--- src/design/tci_pkg.sv ---
// Purpose: shared constants for the timer channel unit
// Assumes: 32-bit register port, byte addresses
// Notes: offsets, field positions and encodings live here only
`default_nettype none

package tci_pkg;
   // ======================================================
   // sizes
   localparam int TCI_CHANNELS = 4;        // channels in the unit
   localparam int TCI_CNT_W = 16;          // counter width
   localparam int TCI_ADDR_W = 8;          // register address width
   localparam int TCI_DATA_W = 32;         // register data width
   localparam int TCI_CLOCKS = 4;          // prescaled clocks

   // ======================================================
   // register offsets (byte addresses)
   localparam logic [7:0] TCI_START_OFS = 8'h00;     // start_trigger_register
   localparam logic [7:0] TCI_STOP_OFS = 8'h04;      // stop trigger, reads running flags
   localparam logic [7:0] TCI_LEVEL_OFS = 8'h08;     // output_level_register
   localparam logic [7:0] TCI_ENABLE_OFS = 8'h0c;    // output_enable_register
   localparam logic [7:0] TCI_POLARITY_OFS = 8'h10;  // output_polarity_register
   localparam logic [7:0] TCI_OMODE_OFS = 8'h14;     // output mode register
   localparam logic [7:0] TCI_FILTER_OFS = 8'h18;    // input filter enable register
   localparam logic [7:0] TCI_MODE_BASE = 8'h20;     // channel_mode_register n
   localparam logic [7:0] TCI_RELOAD_BASE = 8'h40;   // reload_value_register n
   localparam logic [7:0] TCI_COUNT_BASE = 8'h60;    // channel_counter n
   localparam logic [7:0] TCI_BANK_MASK = 8'he0;     // bank select bits
   localparam int TCI_IDX_LSB = 2;                   // channel index lsb

   // ======================================================
   // channel_mode_register fields
   localparam int TCI_CKS_HI = 15;         // operating clock select high bit
   localparam int TCI_CKS_LO = 14;         // operating clock select low bit
   localparam int TCI_CCS = 12;            // count_source_select
   localparam int TCI_STS_HI = 9;          // start_trigger_select_hi
   localparam int TCI_STS_LO = 8;          // start_trigger_select_lo
   localparam int TCI_MD_HI = 3;           // operation mode field high bit
   localparam int TCI_MD_LO = 1;           // operation mode field low bit
   localparam int TCI_SIS = 0;             // start_interrupt_select
   localparam logic [15:0] TCI_MODE_RESET = 16'h0000;

   // operation modes
   typedef enum logic [2:0]
   {
      TCI_MD_INTERVAL = 3'b000,
      TCI_MD_CAPTURE = 3'b010,
      TCI_MD_EVENT = 3'b011,
      TCI_MD_ONECOUNT = 3'b100
   } tci_mode_e;

   localparam logic [15:0] TCI_CNT_ZERO = 16'h0000;
   localparam logic [15:0] TCI_CNT_ONE = 16'h0001;
endpackage : tci_pkg

`default_nettype wire

--- src/design/tci_input_path.sv ---
// Purpose: timer input pin path: synchroniser, noise filter, edge detector
// Assumes: pin is asynchronous to i_clock
// Notes: held idle while the input is unused
`default_nettype none

module tci_input_path
   import tci_pkg::*;
(
   input wire logic i_clock,
   input wire logic i_reset_n,
   input wire logic i_pin,          // timer_input_pin
   input wire logic i_active,       // input in use
   input wire logic i_filter_en,    // input_filter_enable
   output logic o_rise,             // accepted rising edge, pulse
   output logic o_fall              // accepted falling edge, pulse
);
   // ======================================================
   // state
   logic sync_a;     // first synchroniser stage
   logic sync_b;     // second synchroniser stage
   logic sample;     // previous synchronised sample
   logic level;      // accepted level
   logic level_d;    // accepted level, one cycle back

   // synchroniser, sample and filter; idle when input unused
   always_ff @(posedge i_clock or negedge i_reset_n)
   begin
      if (!i_reset_n)
      begin
         sync_a <= 1'b0;
         sync_b <= 1'b0;
         sample <= 1'b0;
         level <= 1'b0;
      end
      else if (!i_active)
      begin
         sync_a <= 1'b0;
         sync_b <= 1'b0;
         sample <= 1'b0;
         level <= 1'b0;
      end
      else
      begin
         sync_a <= i_pin;
         sync_b <= sync_a;
         sample <= sync_b;
         if (i_filter_en)
         begin
            if (sync_b == sample)
               level <= sample;
         end
         else
            level <= sync_b;
      end
   end

   // edge detector on the accepted level
   always_ff @(posedge i_clock or negedge i_reset_n)
   begin
      if (!i_reset_n)
      begin
         level_d <= 1'b0;
         o_rise <= 1'b0;
         o_fall <= 1'b0;
      end
      else
      begin
         level_d <= level;
         o_rise <= i_active & level & ~level_d;
         o_fall <= i_active & ~level & level_d;
      end
   end
endmodule : tci_input_path

`default_nettype wire

--- src/design/tci_timer_unit.sv ---
// Purpose: multi-channel timer with interval mode and output control
// Assumes: prescaled clocks arrive as one-cycle enables on i_clock
// Notes: registers over a plain strobe port, read data one cycle later
//
// Local design decisions: the register addresses and strobed register access.
`default_nettype none

module tci_timer_unit
   import tci_pkg::*;
#(
   parameter int CHANNELS = TCI_CHANNELS,
   parameter int CNT_W = TCI_CNT_W
)
(
   input wire logic i_clock,
   input wire logic i_reset_n,
   input wire logic [TCI_ADDR_W-1:0] i_addr,        // register address
   input wire logic [TCI_DATA_W-1:0] i_wr_data,     // register write data
   input wire logic i_wr_en,                        // write strobe
   input wire logic i_rd_en,                        // read strobe
   output logic [TCI_DATA_W-1:0] o_rd_data,         // read data
   input wire logic [TCI_CLOCKS-1:0] i_prescale_tick, // prescaled clock enables
   input wire logic [CHANNELS-1:0] i_timer_input_pin, // timer inputs
   output logic [CHANNELS-1:0] o_channel_output,    // output pins
   output logic [CHANNELS-1:0] o_channel_interrupt  // interrupt pulses
);
   // ======================================================
   // helper functions

   // operating clock enable for one channel
   function automatic logic sel_tick(input int ch, input logic [15:0] mode,
                                     input logic [TCI_CLOCKS-1:0] ticks);
      logic hi;
      logic lo;
      hi = mode[TCI_CKS_HI];
      lo = mode[TCI_CKS_LO];
      // four clocks on 1 and 3
      if ((ch % 2) == 0)
         lo = 1'b0;
      sel_tick = ticks[{lo, hi}];
   endfunction : sel_tick

   // master channel feeding a slave channel
   function automatic int master_of(input int ch);
      if ((ch % 2) == 1)
         master_of = ch - 1;
      else
         master_of = 0;
   endfunction : master_of

   // channel index for a banked register
   function automatic int bank_idx(input logic [TCI_ADDR_W-1:0] a);
      bank_idx = int'(a[TCI_IDX_LSB+2:TCI_IDX_LSB]);
   endfunction : bank_idx

   // operation mode field of a mode register
   function automatic logic [2:0] mode_of(input logic [15:0] m);
      mode_of = m[TCI_MD_HI:TCI_MD_LO];
   endfunction : mode_of

   // ======================================================
   // registers
   logic [CNT_W-1:0] channel_counter [CHANNELS];        // counters
   logic [CNT_W-1:0] reload_value_register [CHANNELS];  // reload values
   logic [15:0] channel_mode_register [CHANNELS];       // mode settings
   logic [CHANNELS-1:0] output_level_register;          // channel_output_bit
   logic [CHANNELS-1:0] output_enable_register;         // output_enable_bit
   logic [CHANNELS-1:0] output_polarity_register;       // output_polarity_bit
   logic [CHANNELS-1:0] output_mode_register;           // output_mode_bit
   logic [CHANNELS-1:0] filter_enable_register;         // input_filter_enable
   logic [CHANNELS-1:0] channel_running_flag;           // channel running
   logic [CHANNELS-1:0] load_pending;                   // waiting for first load
   logic [CHANNELS-1:0] pending_set;                    // delayed master set

   // ======================================================
   // combinational event terms
   logic [CHANNELS-1:0] tick;          // count clock per channel
   logic [CHANNELS-1:0] rise;          // input rising edge
   logic [CHANNELS-1:0] fall;          // input falling edge
   logic [CHANNELS-1:0] input_used;    // input selected by mode
   logic [CHANNELS-1:0] start_now;     // first count clock after start
   logic [CHANNELS-1:0] int_ev;        // channel_interrupt this cycle
   logic [CHANNELS-1:0] capture_ev;    // capture this cycle
   logic [CHANNELS-1:0] set_ev;        // output set request
   logic [CHANNELS-1:0] reset_ev;      // output reset request
   logic [CHANNELS-1:0] master_delay;  // delayed master interrupt applied
   logic wr_start;                     // write to start register
   logic wr_stop;                      // write to stop register

   assign wr_start = i_wr_en && (i_addr == TCI_START_OFS);
   assign wr_stop = i_wr_en && (i_addr == TCI_STOP_OFS);

   // ======================================================
   // input paths, one per channel
   genvar g;
   generate
      for (g = 0; g < CHANNELS; g++)
      begin : g_in
         assign input_used[g] = channel_mode_register[g][TCI_CCS] |
                                channel_mode_register[g][TCI_STS_HI] |
                                channel_mode_register[g][TCI_STS_LO];
         tci_input_path u_path
         (
            .i_clock(i_clock),
            .i_reset_n(i_reset_n),
            .i_pin(i_timer_input_pin[g]),
            .i_active(input_used[g]),
            .i_filter_en(filter_enable_register[g]),
            .o_rise(rise[g]),
            .o_fall(fall[g])
         );
      end
   endgenerate

   // ======================================================
   // channel events
   always_comb
   begin
      for (int i = 0; i < CHANNELS; i++)
      begin
         logic [2:0] md;
         logic periodic;
         logic trig_ok;
         md = mode_of(channel_mode_register[i]);
         periodic = (md == TCI_MD_INTERVAL) || (md == TCI_MD_EVENT);
         trig_ok = 1'b1;
         // count source: input edge or operating clock
         if (channel_mode_register[i][TCI_CCS])
            tick[i] = rise[i];
         else
            tick[i] = sel_tick(i, channel_mode_register[i], i_prescale_tick);
         // external start waits for an input edge
         if (channel_mode_register[i][TCI_STS_HI] | channel_mode_register[i][TCI_STS_LO])
            trig_ok = rise[i];
         start_now[i] = channel_running_flag[i] & load_pending[i] & tick[i] & trig_ok;
         capture_ev[i] = channel_running_flag[i] & ~load_pending[i] &
                         (md == TCI_MD_CAPTURE) & fall[i];
         int_ev[i] = 1'b0;
         if (start_now[i] && channel_mode_register[i][TCI_SIS] &&
             ((md == TCI_MD_INTERVAL) || (md == TCI_MD_CAPTURE)))
            int_ev[i] = 1'b1;
         else if (channel_running_flag[i] && !load_pending[i] && periodic && tick[i] &&
                  (channel_counter[i] == CNT_W'(TCI_CNT_ZERO)))
            int_ev[i] = 1'b1;
         else if (capture_ev[i])
            int_ev[i] = 1'b1;
      end
   end

   // slave set/reset sources
   always_comb
   begin
      for (int i = 0; i < CHANNELS; i++)
      begin
         // master set one count clock late
         master_delay[i] = pending_set[i] & tick[i];
         if (output_polarity_register[i])
         begin
            set_ev[i] = int_ev[i];
            reset_ev[i] = master_delay[i];
         end
         else
         begin
            set_ev[i] = master_delay[i];
            reset_ev[i] = int_ev[i];
         end
      end
   end

   // ======================================================
   // run control: running flag and first-load request
   always_ff @(posedge i_clock or negedge i_reset_n)
   begin
      if (!i_reset_n)
      begin
         channel_running_flag <= '0;
         load_pending <= '0;
      end
      else
      begin
         for (int i = 0; i < CHANNELS; i++)
         begin
            if (wr_start && i_wr_data[i])
            begin
               channel_running_flag[i] <= 1'b1;
               load_pending[i] <= 1'b1;
            end
            else if (wr_stop && i_wr_data[i])
            begin
               channel_running_flag[i] <= 1'b0;
               load_pending[i] <= 1'b0;
            end
            else if (start_now[i])
               load_pending[i] <= 1'b0;
         end
      end
   end

   // ======================================================
   // counters
   always_ff @(posedge i_clock or negedge i_reset_n)
   begin
      if (!i_reset_n)
      begin
         for (int i = 0; i < CHANNELS; i++)
            channel_counter[i] <= CNT_W'(TCI_CNT_ZERO);
      end
      else
      begin
         for (int i = 0; i < CHANNELS; i++)
         begin
            if (start_now[i])
               channel_counter[i] <= (mode_of(channel_mode_register[i]) == TCI_MD_CAPTURE) ? CNT_W'(TCI_CNT_ZERO)
                                     : reload_value_register[i];
            else if (channel_running_flag[i] && !load_pending[i])
            begin
               // capture mode counts up and restarts on capture
               if (mode_of(channel_mode_register[i]) == TCI_MD_CAPTURE)
               begin
                  if (capture_ev[i])
                     channel_counter[i] <= CNT_W'(TCI_CNT_ZERO);
                  else if (tick[i])
                     channel_counter[i] <= channel_counter[i] + CNT_W'(TCI_CNT_ONE);
               end
               else if (tick[i])
               begin
                  if (channel_counter[i] == CNT_W'(TCI_CNT_ZERO))
                     channel_counter[i] <= reload_value_register[i];
                  else
                     channel_counter[i] <= channel_counter[i] - CNT_W'(TCI_CNT_ONE);
               end
            end
         end
      end
   end

   // ======================================================
   // reload values: software writes, capture overrides
   always_ff @(posedge i_clock or negedge i_reset_n)
   begin
      if (!i_reset_n)
      begin
         for (int i = 0; i < CHANNELS; i++)
            reload_value_register[i] <= CNT_W'(TCI_CNT_ZERO);
      end
      else
      begin
         for (int i = 0; i < CHANNELS; i++)
         begin
            if (capture_ev[i])
               reload_value_register[i] <= channel_counter[i];
            else if (i_wr_en && ((i_addr & TCI_BANK_MASK) == TCI_RELOAD_BASE) &&
                     (bank_idx(i_addr) == i))
               reload_value_register[i] <= i_wr_data[CNT_W-1:0];
         end
      end
   end

   // ======================================================
   // configuration registers
   always_ff @(posedge i_clock or negedge i_reset_n)
   begin
      if (!i_reset_n)
      begin
         for (int i = 0; i < CHANNELS; i++)
            channel_mode_register[i] <= TCI_MODE_RESET;
         output_enable_register <= '0;
         output_polarity_register <= '0;
         output_mode_register <= '0;
         filter_enable_register <= '0;
      end
      else if (i_wr_en)
      begin
         for (int i = 0; i < CHANNELS; i++)
         begin
            if (((i_addr & TCI_BANK_MASK) == TCI_MODE_BASE) && (bank_idx(i_addr) == i))
               channel_mode_register[i] <= i_wr_data[15:0];
         end
         if (i_addr == TCI_ENABLE_OFS)
            output_enable_register <= i_wr_data[CHANNELS-1:0];
         if (i_addr == TCI_POLARITY_OFS)
            output_polarity_register <= i_wr_data[CHANNELS-1:0];
         if (i_addr == TCI_OMODE_OFS)
            output_mode_register <= i_wr_data[CHANNELS-1:0];
         if (i_addr == TCI_FILTER_OFS)
            filter_enable_register <= i_wr_data[CHANNELS-1:0];
      end
   end

   // ======================================================
   // delayed master set requests held until the slave's count clock
   always_ff @(posedge i_clock or negedge i_reset_n)
   begin
      if (!i_reset_n)
         pending_set <= '0;
      else
      begin
         for (int i = 0; i < CHANNELS; i++)
         begin
            // new master interrupt wins over consumption
            if (output_mode_register[i] && int_ev[master_of(i)] && (master_of(i) != i))
               pending_set[i] <= 1'b1;
            else if (master_delay[i] || !output_mode_register[i])
               pending_set[i] <= 1'b0;
         end
      end
   end

   // ======================================================
   // output pins
   always_ff @(posedge i_clock or negedge i_reset_n)
   begin
      if (!i_reset_n)
         output_level_register <= '0;
      else
      begin
         for (int i = 0; i < CHANNELS; i++)
         begin
            if (!output_enable_register[i])
            begin
               if (i_wr_en && (i_addr == TCI_LEVEL_OFS))
                  output_level_register[i] <= i_wr_data[i];
            end
            else if (!output_mode_register[i])
            begin
               if (int_ev[i])
                  output_level_register[i] <= ~output_level_register[i];
            end
            else if (reset_ev[i])
               output_level_register[i] <= 1'b0;
            else if (set_ev[i])
               output_level_register[i] <= 1'b1;
         end
      end
   end

   // ======================================================
   // pin and interrupt outputs
   always_ff @(posedge i_clock or negedge i_reset_n)
   begin
      if (!i_reset_n)
         o_channel_interrupt <= '0;
      else
         o_channel_interrupt <= int_ev;
   end

   assign o_channel_output = output_level_register;

   // ======================================================
   // read data, one cycle after the strobe, zero otherwise
   always_ff @(posedge i_clock or negedge i_reset_n)
   begin
      if (!i_reset_n)
         o_rd_data <= '0;
      else if (i_rd_en)
      begin
         o_rd_data <= '0;
         case (i_addr & TCI_BANK_MASK)
            TCI_MODE_BASE:
               if (bank_idx(i_addr) < CHANNELS)
                  o_rd_data <= TCI_DATA_W'(channel_mode_register[bank_idx(i_addr)]);
            TCI_RELOAD_BASE:
               if (bank_idx(i_addr) < CHANNELS)
                  o_rd_data <= TCI_DATA_W'(reload_value_register[bank_idx(i_addr)]);
            TCI_COUNT_BASE:
               if (bank_idx(i_addr) < CHANNELS)
                  o_rd_data <= TCI_DATA_W'(channel_counter[bank_idx(i_addr)]);
            default:
               case (i_addr)
                  TCI_STOP_OFS: o_rd_data <= TCI_DATA_W'(channel_running_flag);
                  TCI_LEVEL_OFS: o_rd_data <= TCI_DATA_W'(output_level_register);
                  TCI_ENABLE_OFS: o_rd_data <= TCI_DATA_W'(output_enable_register);
                  TCI_POLARITY_OFS: o_rd_data <= TCI_DATA_W'(output_polarity_register);
                  TCI_OMODE_OFS: o_rd_data <= TCI_DATA_W'(output_mode_register);
                  TCI_FILTER_OFS: o_rd_data <= TCI_DATA_W'(filter_enable_register);
                  default: o_rd_data <= '0;
               endcase
         endcase
      end
      else
         o_rd_data <= '0;
   end
   // bind software: the input path needs 3 (filter off) or 4 (on) cycles after enabling
endmodule : tci_timer_unit

`default_nettype wire

--- config.mk ---
export PLATFORM = sky130hd
export DESIGN_NAME = tci_timer_unit
export DESIGN_NICKNAME = d
export VERILOG_FILES = /design/src/design/tci_pkg.sv /design/src/design/tci_input_path.sv /design/src/design/tci_timer_unit.sv
export SDC_FILE = /design/constraint.sdc
export NUM_CORES = 1
export LEC_CHECK = 0
export CORE_MARGIN = 5
export CORE_UTILIZATION = 70
export DETAILED_ROUTE_END_ITERATION = 8
export DONT_BUFFER_PORTS = 1
export GPL_TIMING_DRIVEN = 0
export PLACE_DENSITY = 0.86
export SETUP_SLACK_MARGIN = 0.4
export SLEW_MARGIN = 20
export SYNTH_ARGS = -nofsm -noshare
export SYNTH_HDL_FRONTEND = slang
export SYNTH_SLANG_ARGS = --single-unit
--- constraint.sdc ---
create_clock -name i_clock -period 6.18 [get_ports i_clock]
set_input_delay 1.236 -clock i_clock [delete_from_list [all_inputs] [get_ports i_clock]]
set_output_delay 1.236 -clock i_clock [all_outputs]
set_load 0.01 [all_outputs]
Word-level counts from Yosys, hierarchy flattened
Index checks and enable logic that the tools add are counted.
Storage, ports and cells
  bits in registers: 287
  bits of input ports: 52
  logic and storage cells: 472
Cells by class
  $add $sub $neg: 8
  order comparisons: 6
  equal/unequal tests: 36
  multiplexer cells: 167
  bitwise operators: 72
  reduce and logical (&&, ||, !) cells: 122
Operators with widths (number)
  two-way mux 16 bit: 49
  two-way mux 1 bit: 108
  binary-select mux 16 bit (select 2 bit): 3
  one-hot mux 32 bit (3 select lines): 1
  adder 16 x 1 -> 16 bit (second input constant): 4
  logical NOT 16 bit: 4
  subtractor 16 x 1 -> 16 bit (second input constant): 4
  logical AND 1 bit: 47
  bitwise AND 1 bit: 43
  nonzero test 2 bit: 19
  nonzero test 3 bit: 12
  == test 3 x 2 -> 1 bit (second input constant): 11
  >= comparator 32 x 3 -> 1 bit (second input constant): 1
  two-way mux 32 bit: 1
  NOT 3 -> 32 bit: 1
  == test 8 x 5 -> 1 bit (second input constant): 3
  one-hot mux 4 bit (6 select lines): 1
  AND reduction 3 bit: 8
  == test 8 x 4 -> 1 bit (second input constant): 2
  != test 4 x 2 -> 1 bit (second input constant): 4
  NOT 1 bit: 16
  AND reduction 2 bit: 8
  logical NOT 3 bit: 5
  less-than comparator 2 x 3 -> 1 bit (second input constant): 4
  12 further kinds: 52

Longest topological paths before layout
Gate-level depths: netlist of the first run.
  depth in word-level cells: 14
  depth in mapped cells: 10
  mapped depth without buffers: 8

Hierarchy
A second synthesis of the first run with hierarchy kept.
Second synthesis, totals
  cells, all modules: 1814
  area, all modules: 16879.9 um2
By module, submodules not included
  tci_timer_unit: times used 1, cells each 1738, area an instance 15904.0 um2, seq. area each 6080.8 um2
  tci_input_path: times used 4, cells each 19, area an instance 244.0 um2, seq. area each 175.2 um2

Worst setup path before layout of the first run
OpenSTA, ideal clock, no wires.
  kind: input-to-reg
  from: input i_addr[2]
  to: register o_rd_data[10]
  library setup time: 0.132 ns
  data arrival time: 3.055 ns
  setup slack: 2.993 ns
  stages on the path: 7
  cells stage by stage: clkbuf_1 buf_2 buf_2 buf_2 mux4_2 a22oi_1 nor2_1
On the way
  longest elaborated chain between the ends: 7
  elaborated cells between the ends (all ways): 16
  those cells by class: 1 x order compare; 14 x mux; 1 x bitwise
Ends and longest elaborated chain
  from (decl): RTL line tci_timer_unit.sv:17  | input wire logic [TCI_ADDR_W-1:0] i_addr,
  NOT 3 -> 32 bit (implied by the code): RTL line tci_timer_unit.sv:361, tci_timer_unit.sv:364, tci_timer_unit.sv:367
  binary-select mux 16 bit (select 2 bit) (on tied branches): RTL line tci_timer_unit.sv:367, tci_timer_unit.sv:361, tci_timer_unit.sv:364
  two-way mux 16 bit (on tied branches) (2 in series): RTL line tci_timer_unit.sv:367, tci_timer_unit.sv:361, tci_timer_unit.sv:364
  two-way mux 16 bit (on tied branches): RTL line tci_timer_unit.sv:366, tci_timer_unit.sv:360, tci_timer_unit.sv:363
  one-hot mux 32 bit (3 select lines) (*): RTL line tci_timer_unit.sv:358  | case (i_addr & TCI_BANK_MASK)
  two-way mux 32 bit (*): RTL line tci_timer_unit.sv:355  | else if (i_rd_en)
  to (signal assigned): RTL line tci_timer_unit.sv:361  | o_rd_data <= TCI_DATA_W'(channel_mode_register[bank_idx(i_addr)]);
  to (signal assigned): RTL line tci_timer_unit.sv:367  | o_rd_data <= TCI_DATA_W'(channel_counter[bank_idx(i_addr)]);
  to (signal assigned): RTL line tci_timer_unit.sv:370  | TCI_STOP_OFS: o_rd_data <= TCI_DATA_W'(channel_running_flag);
  to (decl): RTL line tci_timer_unit.sv:21  | output logic [TCI_DATA_W-1:0] o_rd_data,
Mark *: on every way between the ends. The rest lies on a longest branch, timed or not. The select of a mux whose other input is x is not followed.
A chain may end at the register's enable or synchronous reset.

Worst setup path in the final report of the first run
  from: input i_addr[2]
  to: register load_pending[2]
On the way
  longest elaborated chain between the ends: 5
  elaborated cells between the ends (all ways): 9
  those cells by class: 1 x eq/ne; 2 x mux; 6 x reduce/logical
Ends and longest elaborated chain
  == test 8 x 3 -> 1 bit: RTL line tci_timer_unit.sv:91  | assign wr_stop = i_wr_en && (i_addr == TCI_STOP_OFS);
  logical AND 1 bit: RTL line tci_timer_unit.sv:91
  logical AND 1 bit: RTL line tci_timer_unit.sv:188  | else if (wr_stop && i_wr_data[i])
  two-way mux 1 bit: RTL line tci_timer_unit.sv:188
  two-way mux 1 bit: RTL line tci_timer_unit.sv:183  | if (wr_start && i_wr_data[i])
  to (signal, indexed assignment): RTL line tci_timer_unit.sv:186  | load_pending[i] <= 1'b1;
  to (signal, indexed assignment): RTL line tci_timer_unit.sv:191  | load_pending[i] <= 1'b0;
  to (signal, indexed assignment): RTL line tci_timer_unit.sv:194  | load_pending[i] <= 1'b0;
  to (decl): RTL line tci_timer_unit.sv:72  | logic [CHANNELS-1:0] load_pending;
Parallel ways exist; a longest one is shown, timed or not.

==> out/results.txt, run 1 <==
Part of the Yosys area used for sequential elements = 40.2%
Setup slack after layout = 2.78 ns
Layout cells sized above 1 = 14.1%
Cells along the critical path = clkbuf_1 > buf_2 > buf_2 > buf_2 > nand2_1 > nor2_1 > nand2_1 > a32o_1
Time the worst path needs with I/O delays and setup = 3.40 ns
Maxcap violations = 0
Worst Path Class, Setup = in2reg
WL final = 58700 microns
Pin slew with the least headroom to its limit = 1.20 ns
Half-perimeter wire length after detailed placement = 42200 microns
Path depth of the worst reg2reg path = 9
Top_reg_cell synth = sky130_fd_sc_hd__dfrtp_1
Post-route clock period utilization = 55.0%
Critical register-to-register path endpoint = o_channel_output[2]
Hold slack final = 0.355 ns
Post-Syn Area per Cell = 9.46 sq um
Final clock skew = 0.0199 ns
Count of warnings emitted by yosys = 0
Worst Setup Start Kind = input pin
Detailed-route vias per instance = 7.31
Syn-to-layout area delta = 8.58%
First-pass iteration count of the detailed router = 8
Portion of synthesized cell area occupied by the leading cell type = 40.2%
Fin nets = 1895
Clock tree from TritonCTS = yes
Final standard cell utilization of the core = 77.6%
Post-CTS Setup Bufs = 0
CP delay by family, top = buffers and inverters
R2r setup slk = 2.89 ns
Remaining routing DRC violations = 0
Total number of vias = 15.9k
Ratio of total power to cell area = 315 nW/um^2
Storage element area = 6780 sq um
Start of the worst register-to-register path = channel_counter[16]
Number of flip-flops and latches in the synthesized netlist = 271
Cell accounting for the most synthesized area = sky130_fd_sc_hd__dfrtp_1
Avg WL per Cell = 27.0 microns
Worst-path clk slew = 0.07 ns
Total negative slack for setup checks = 0 ns
Count of pins over their slew limit = 0
I/O pin total = 92
Bufs on Longest Clock Path = 3
Final hold violation count = 0
Die Ht = 165 microns
Via count of the first global-routing pass = 15.2k
Largest net degree at the start of global routing = 272
Maximum clock frequency = 294 MHz
Delay of the slowest cell on the worst path = 0.50 ns
Critical-path cell with the highest stage delay = sky130_fd_sc_hd__nor2_1
Most common cell on crit path = sky130_fd_sc_hd__buf_2
Worst slack, placed = 2.40 ns
Combined area of all synthesized cells = 16900 sq um
Core ar. = 23600 sq um
Number of standard-cell rows in the floorplan = 56
Ant. Diodes = 0
CTS Buf Count = 30
Final setup vio count = 0
Initial DRC count = 2694
Total congestion overflow = 0
Global placement routability congestion = 1.05
Antenna violations before repair = 2
Hold crit path type = in2async
Total of hold buffers inserted after clock tree synthesis = 0
Count of cell types in the netlist = 84
WP data required = 6.63 ns
Area enclosed by the die boundary = 27300 sq um
Maximum fanout encountered on the critical timing path = 10
Clock Root Buffer = sky130_fd_sc_hd__clkbuf_16
Status = complete, no violations
Number of nets with antenna violations after routing = 0
Pleak = 7.81 nW
Number of enable flip-flop cells after synthesis = 0
Share of flip-flops with an asynchronous set or reset = 100%
Number of I/O port buffers = 0
Initial cell density of the core = 71.5%
Clock Sinks = 271
Critical Path AT = 3.85 ns
CTS H-tree lvls = 1
Number of buffers and inverters on the critical path = 4
Wire length of the first global-routing pass = 89400 microns
Fill count = 1640
Unrepaired setup endpoints after global routing = false
Global Route Usage Sum = 43.0%
Die width = 165 microns
Max-slew headroom at the worst pin = 19.6%
Worst skew pair latency = 0.58 ns
Worst voltage drop across the vdd grid = 245 uV
Cell types with the largest area share after synthesis = sky130_fd_sc_hd__dfrtp_1, sky130_fd_sc_hd__mux4_2, sky130_fd_sc_hd__mux2_2
Overall power of the completed layout = 5.77 mW
Number of instances in the synthesized netlist = 1784
Area of combinational cells with multiple inputs = 9330 sq um
Count of cells resized by post-cts repair = 0
Nature of the critical path endpoint = register
==> layout by cell type, fill, tap and decap left out, types with 25 or more instances in the layout <==
master,Yosys,routed
sky130_fd_sc_hd__dfrtp_1,271,271
sky130_fd_sc_hd__nand2_1,168,168
sky130_fd_sc_hd__nor2_1,158,158
sky130_fd_sc_hd__a21oi_1,112,112
sky130_fd_sc_hd__clkbuf_1,108,110
sky130_fd_sc_hd__mux2_2,94,94
sky130_fd_sc_hd__o21ai_0,86,86
sky130_fd_sc_hd__mux2i_1,66,66
sky130_fd_sc_hd__nand3_1,61,61
sky130_fd_sc_hd__mux4_2,49,49
sky130_fd_sc_hd__nor3_1,45,44
sky130_fd_sc_hd__inv_1,38,38
sky130_fd_sc_hd__nor2b_1,35,35
sky130_fd_sc_hd__clkbuf_16,0,30
sky130_fd_sc_hd__xnor2_1,29,29
sky130_fd_sc_hd__a31oi_1,29,29
sky130_fd_sc_hd__o211ai_1,26,26
sky130_fd_sc_hd__buf_2,25,25
==> Yosys cell counts, types with 5 or more instances <==
cell and instances:
sky130_fd_sc_hd__mux4_2 49, sky130_fd_sc_hd__mux2_2 94, sky130_fd_sc_hd__and2_1 5, sky130_fd_sc_hd__nand2_1 168
sky130_fd_sc_hd__nand4_1 17, sky130_fd_sc_hd__a22oi_1 21, sky130_fd_sc_hd__nand4b_1 6, sky130_fd_sc_hd__nor2b_1 35
sky130_fd_sc_hd__buf_4 16, sky130_fd_sc_hd__o211ai_1 26, sky130_fd_sc_hd__a21oi_1 112, sky130_fd_sc_hd__buf_2 25
sky130_fd_sc_hd__o21ai_0 86, sky130_fd_sc_hd__a22o_1 7, sky130_fd_sc_hd__o21a_1 6, sky130_fd_sc_hd__nand2b_1 5
sky130_fd_sc_hd__nor3b_1 21, sky130_fd_sc_hd__xor2_1 19, sky130_fd_sc_hd__o311ai_0 19, sky130_fd_sc_hd__and4_1 8
sky130_fd_sc_hd__inv_1 38, sky130_fd_sc_hd__o22ai_1 11, sky130_fd_sc_hd__clkbuf_1 108, sky130_fd_sc_hd__ha_1 12
sky130_fd_sc_hd__a32o_1 5, sky130_fd_sc_hd__or3b_2 7, sky130_fd_sc_hd__nand3_1 61, sky130_fd_sc_hd__or3_1 8
sky130_fd_sc_hd__nor2_1 158, sky130_fd_sc_hd__o21ai_1 5, sky130_fd_sc_hd__a31oi_1 29, sky130_fd_sc_hd__a21o_1 9
sky130_fd_sc_hd__nor3_1 45, sky130_fd_sc_hd__a211oi_1 13, sky130_fd_sc_hd__o211a_1 6, sky130_fd_sc_hd__dfrtp_1 271
sky130_fd_sc_hd__or4_1 11, sky130_fd_sc_hd__and3_1 20, sky130_fd_sc_hd__o221ai_1 6, sky130_fd_sc_hd__mux2i_1 66
sky130_fd_sc_hd__a211o_1 9, sky130_fd_sc_hd__nor4_1 19, sky130_fd_sc_hd__xnor2_1 29, sky130_fd_sc_hd__nand3b_1 9
sky130_fd_sc_hd__buf_1 11
==> state kept, by name (all words and copies together) (netlist names) <==
register,count
channel_counter,64
channel_mode_register,64
channel_running_flag,4
filter_enable_register,4
g_in.u_path.level,4
g_in.u_path.level_d,4
g_in.u_path.o_fall,4
g_in.u_path.o_rise,4
g_in.u_path.sample,4
g_in.u_path.sync_a,4
g_in.u_path.sync_b,4
load_pending,4
o_channel_interrupt,4
o_channel_output,4
o_rd_data,16
output_enable_register,4
output_mode_register,4
output_polarity_register,4
pending_set,3
reload_value_register,64
==> logic make-up after synthesis <==
family                   count (synthesis)  share of synthesized area [%]
AND/OR/NAND/NOR                        621                           18.3
AO/OA/AOI/OAI                          423                           16.4
flip-flops                             271                           40.2
multiplexers                           209                           16.7
buffers and inverters                  199                           5.01
XOR/XNOR                                48                           2.49
adder cells (fa/ha/maj)                 12                          0.889
other                                    1                         0.0222
==> through the flow <==
stage          instances  instance area (sq um)
2_1_floorplan       1799                  16900
3_3_place_gp        2118                  17300
3_5_place_dp        2118                  17300
4_1_cts             2172                  18300
5_1_grt             2172                  18300
6_report            2172                  18300
==> layout make-up <==
type	instances	share of cell area, %
Inverter	38	0.778
Clock inverter	21	1.13
Clock buffer	33	4.21
Sequential cell	271	37.0
Multi-Input combinational cell	1329	50.9
Tap cell	319	2.18
Buffer	161	3.84
==> where the power goes <==
part           switching (mW)  total, mW  internal (mW)  leakage [nW]
Sequential              0.379       2.41           2.03          3.46
Combinational           0.918       1.56          0.643          3.87
Clock                   0.772       1.80           1.03         0.485
==> worst max path at each step <==
stage	startpoint	to	slack, ns	cells after the start
finish	i_addr[2]	load_pending[2]	2.78	8
global route	i_addr[2]	reload_value_register[45]	2.74	8
CTS	i_addr[2]	load_pending[2]	2.89	8
detailed placement	i_addr[2]	load_pending[2]	2.40	8
global placement	i_addr[5]	filter_enable_register[2]	2.35	6
floorplan	i_addr[2]	o_rd_data[10]	2.99	7
==> metal layers <==
| layer | vias to the layer above | wire length [microns] | global-route usage, % |
|---|---|---|---|
| li1 | 6659 | - | - |
| met1 | 7569 | 21000 | 56.0 |
| met2 | 1301 | 25200 | 65.2 |
| met3 | 354 | 8450 | 14.8 |
| met4 | 2 | 3980 | 20.1 |
| met5 | - | 13 | 0 |
Power figures use the tool's default switching activity.
==> run 2: changes to the inputs <==
--- a/config.mk
+++ b/config.mk
@@ -6,11 +6,11 @@
 export NUM_CORES = 1
 export LEC_CHECK = 0
 export CORE_MARGIN = 5
-export CORE_UTILIZATION = 70
+export CORE_UTILIZATION = 65
 export DETAILED_ROUTE_END_ITERATION = 8
 export DONT_BUFFER_PORTS = 1
 export GPL_TIMING_DRIVEN = 0
-export PLACE_DENSITY = 0.86
+export PLACE_DENSITY = 0.81
 export SETUP_SLACK_MARGIN = 0.4
 export SLEW_MARGIN = 20
 export SYNTH_ARGS = -nofsm -noshare
==> constraint.sdc (replaced) <==
create_clock -name i_clock -period 3.57 [get_ports i_clock]
set_input_delay 0.714 -clock i_clock [delete_from_list [all_inputs] [get_ports i_clock]]
set_output_delay 0.714 -clock i_clock [all_outputs]
set_load 0.01 [all_outputs]
==> run 2 against run 1 <==
Clock power up 82%. Final cell count up 0.83%. Wire length fell by 0.61%. The run now ends with hold timing left. Via count down 1.8%. Worst setup slack worse by 2.4 ns.
==> out/results.txt, run 2 (synthesis gave the netlist of run 1 again) <==
CTS H-tree lvls = 1 (unchanged)
Switching power = 3.52 mW (was 2.07 mW)
Hold crit path type = in2async (unchanged)
Number of standard-cell rows in the floorplan = 59 (was 56)
Wire length of the first global-routing pass = 89500 microns (was 89400 microns)
Ratio of total power to cell area = 548 nW/um^2 (was 315 nW/um^2)
Layout cells sized above 1 = 14.0% (was 14.1%)
Biggest registers after layout = channel_counter (64), channel_mode_register (64), reload_value_register (64) (unchanged)
Clock Root Buffer = sky130_fd_sc_hd__clkbuf_16 (unchanged)
Avg WL per Cell = 26.6 microns (was 27.0 microns)
Worst Path Class, Setup = reg2reg (was in2reg)
Remaining routing DRC violations = 0 (unchanged)
Worst-path clk slew = 0.06 ns (was 0.07 ns)
Via count of the first global-routing pass = 15.0k (was 15.2k)
Die Ht = 171 microns (was 165 microns)
Post-CTS Setup Bufs = 0 (unchanged)
Maxcap violations = 0 (unchanged)
Bufs on Longest Clock Path = 3 (unchanged)
Part of the total power dissipated in sequential elements = 41.1% (was 41.7%)
Total congestion overflow = 0 (unchanged)
Most frequent cells in the layout = sky130_fd_sc_hd__dfrtp_1, sky130_fd_sc_hd__nand2_1, sky130_fd_sc_hd__nor2_1, sky130_fd_sc_hd__clkbuf_1, sky130_fd_sc_hd__a21oi_1 (was sky130_fd_sc_hd__dfrtp_1, sky130_fd_sc_hd__nand2_1, sky130_fd_sc_hd__nor2_1, sky130_fd_sc_hd__a21oi_1, sky130_fd_sc_hd__clkbuf_1)
Area enclosed by the die boundary = 29300 sq um (was 27300 sq um)
Largest net degree at the start of global routing = 272 (unchanged)
Cell total after placement = 2134 (was 2118)
Clock network fraction of design power = 32.4% (was 31.2%)
Part of the total power dissipated in combinational logic = 26.5% (was 27.1%)
Fraction of power spent switching nets = 34.9% (was 35.9%)
Core ar. = 25800 sq um (was 23600 sq um)
WP data required = 4.06 ns (was 6.63 ns)
Unrepaired setup endpoints after global routing = false (unchanged)
Nature of the critical path endpoint = register (unchanged)
Count of pins over their slew limit = 0 (unchanged)
Total negative slack for setup checks = 0 ns (unchanged)
Worst skew pair latency = 0.58 ns (about the same)
Number of nets with antenna violations after routing = 0 (unchanged)
Final setup vio count = 0 (unchanged)
Hold slack final = -0.159 ns (was 0.355 ns)
Fill count = 1937 (was 1640)
Antenna violations before repair = 3 (was 2)
Status = complete, but fails checks (was complete, no violations)
Maximum fanout encountered on the critical timing path = 9 (was 10)
Global Route Usage Sum = 39.9% (was 43.0%)
Clock Sinks = 271 (unchanged)
Pin slew with the least headroom to its limit = 1.16 ns (was 1.20 ns)
Final non-filler cell total = 2190 (was 2172)
Initial cell density of the core = 65.3% (was 71.5%)
Time the worst path needs with I/O delays and setup = 3.21 ns
Critical Path AT = 3.70 ns (was 3.85 ns)
Overall power of the completed layout = 10.1 mW (was 5.77 mW)
Number of I/O port buffers = 0 (unchanged)
Die width = 171 microns (was 165 microns)
Post-route clock period utilization = 89.9%
Storage element area = 6780 sq um (unchanged)
CTS Buf Count = 30 (unchanged)
Max-slew headroom at the worst pin = 22.2% (was 19.6%)
Area of combinational cells with multiple inputs = 9330 sq um (about the same)
Final clock skew = 0.0200 ns (was 0.0199 ns)
Worst Setup Start Kind = register (was input pin)
Int Pwr = 6.57 mW (was 3.70 mW)
Most common cell after layout, fill and taps aside = sky130_fd_sc_hd__dfrtp_1 (unchanged)
Syn-to-layout area delta = 9.07% (was 8.58%)
Pleak = 7.83 nW (was 7.81 nW)
Half-perimeter wire length after detailed placement = 42600 microns (was 42200 microns)
Maximum clock frequency = 311 MHz
Final standard cell utilization of the core = 71.3% (was 77.6%)
Fin nets = 1895 (unchanged)
First-pass iteration count of the detailed router = 6 (was 8)
Global placement routability congestion = 1.01 (was 1.05)
Failing checks = hold timing
I/O pin total = 92 (unchanged)
Detailed-route vias per instance = 7.13 (was 7.31)
Clock tree from TritonCTS = yes (unchanged)
Initial DRC count = 2374 (was 2694)
Total number of vias = 15.6k (was 15.9k)
Worst voltage drop across the vdd grid = 465 uV (was 245 uV)
WL final = 58300 microns (was 58700 microns)
Final hold violation count = 271 (was 0)
-- run 2: path summary, 6_finish.rpt --
kind	start	to	slack, ns	cells after the start
hold / removal	i_reset_n	channel_counter[59]	-0.16	0
min in group i_clock	i_timer_input_pin[1]	g_in[1].u_path.sync_a	0.28	1
max in group asynchronous	i_reset_n	channel_counter[40]	3.16	0
setup / recovery	channel_counter[38]	o_channel_output[1]	0.36	7
setup reg to reg	channel_counter[38]	o_channel_output[1]	0.36	7
hold reg to reg	g_in[1].u_path.level_d	g_in[1].u_path.o_rise	0.42	1
-- run 2: what timing repair did --
item	4_1_cts	5_1_grt
endpoints found under the hold margin	271	271
resized for setup	1	5
pin swaps	0	0
setup endpoints to repair	1	9
gates cloned	0	0
-- run 2: metal layers --
metal / routed length [microns] / global-route usage, %
met4: 3330 / 16.5
met1: 21300 / 52.9
met2: 25400 / 61.0
met5: 27 / 0
met3: 8260 / 12.8
-- run 2: cell type report --
| class | count | share of cell area (%) |
|---|---|---|
| multi-input cells | 1329 | 50.7 |
| flip-flops and latches | 271 | 36.8 |
| clock buffers | 42 | 4.59 |
| plain buffers | 161 | 3.83 |
| well taps | 335 | 2.28 |
| clock inverters | 13 | 1.01 |
| inverters | 38 | 0.775 |
| diodes | 1 | 0.0136 |
-- run 2: stage by stage --
step                instance area [sq um]  setup slack (ns)  hold slack [ns]
CTS                                 18400             0.411           -0.168
finish                              18400             0.359           -0.159
global route                        18400             0.408           -0.172
global placement                    17400             0.228            0.404
floorplan                           16900             0.905            0.400
detailed placement                  17400             0.181            0.415
-- run 2: power by group through the flow --
stage	logic, mW	clock network, mW	registers, mW
after CTS	2.60	3.26	4.10
after global routing	2.91	3.39	4.16
after detailed placement	2.58	0	4.15
after floorplan	2.00	0	3.86
final	2.68	3.27	4.14
after global placement	2.52	0	4.13
-- run 2: critical path: stages (launching register included) --
cell	delay, ns
sky130_fd_sc_hd__dfrtp_1	0.36
sky130_fd_sc_hd__clkbuf_1	0.23
sky130_fd_sc_hd__nor3_1	0.73
sky130_fd_sc_hd__nand3_1	0.28
sky130_fd_sc_hd__o41ai_1	0.80
sky130_fd_sc_hd__a21oi_1	0.24
sky130_fd_sc_hd__and4b_1	0.27
sky130_fd_sc_hd__a211oi_1	0.21
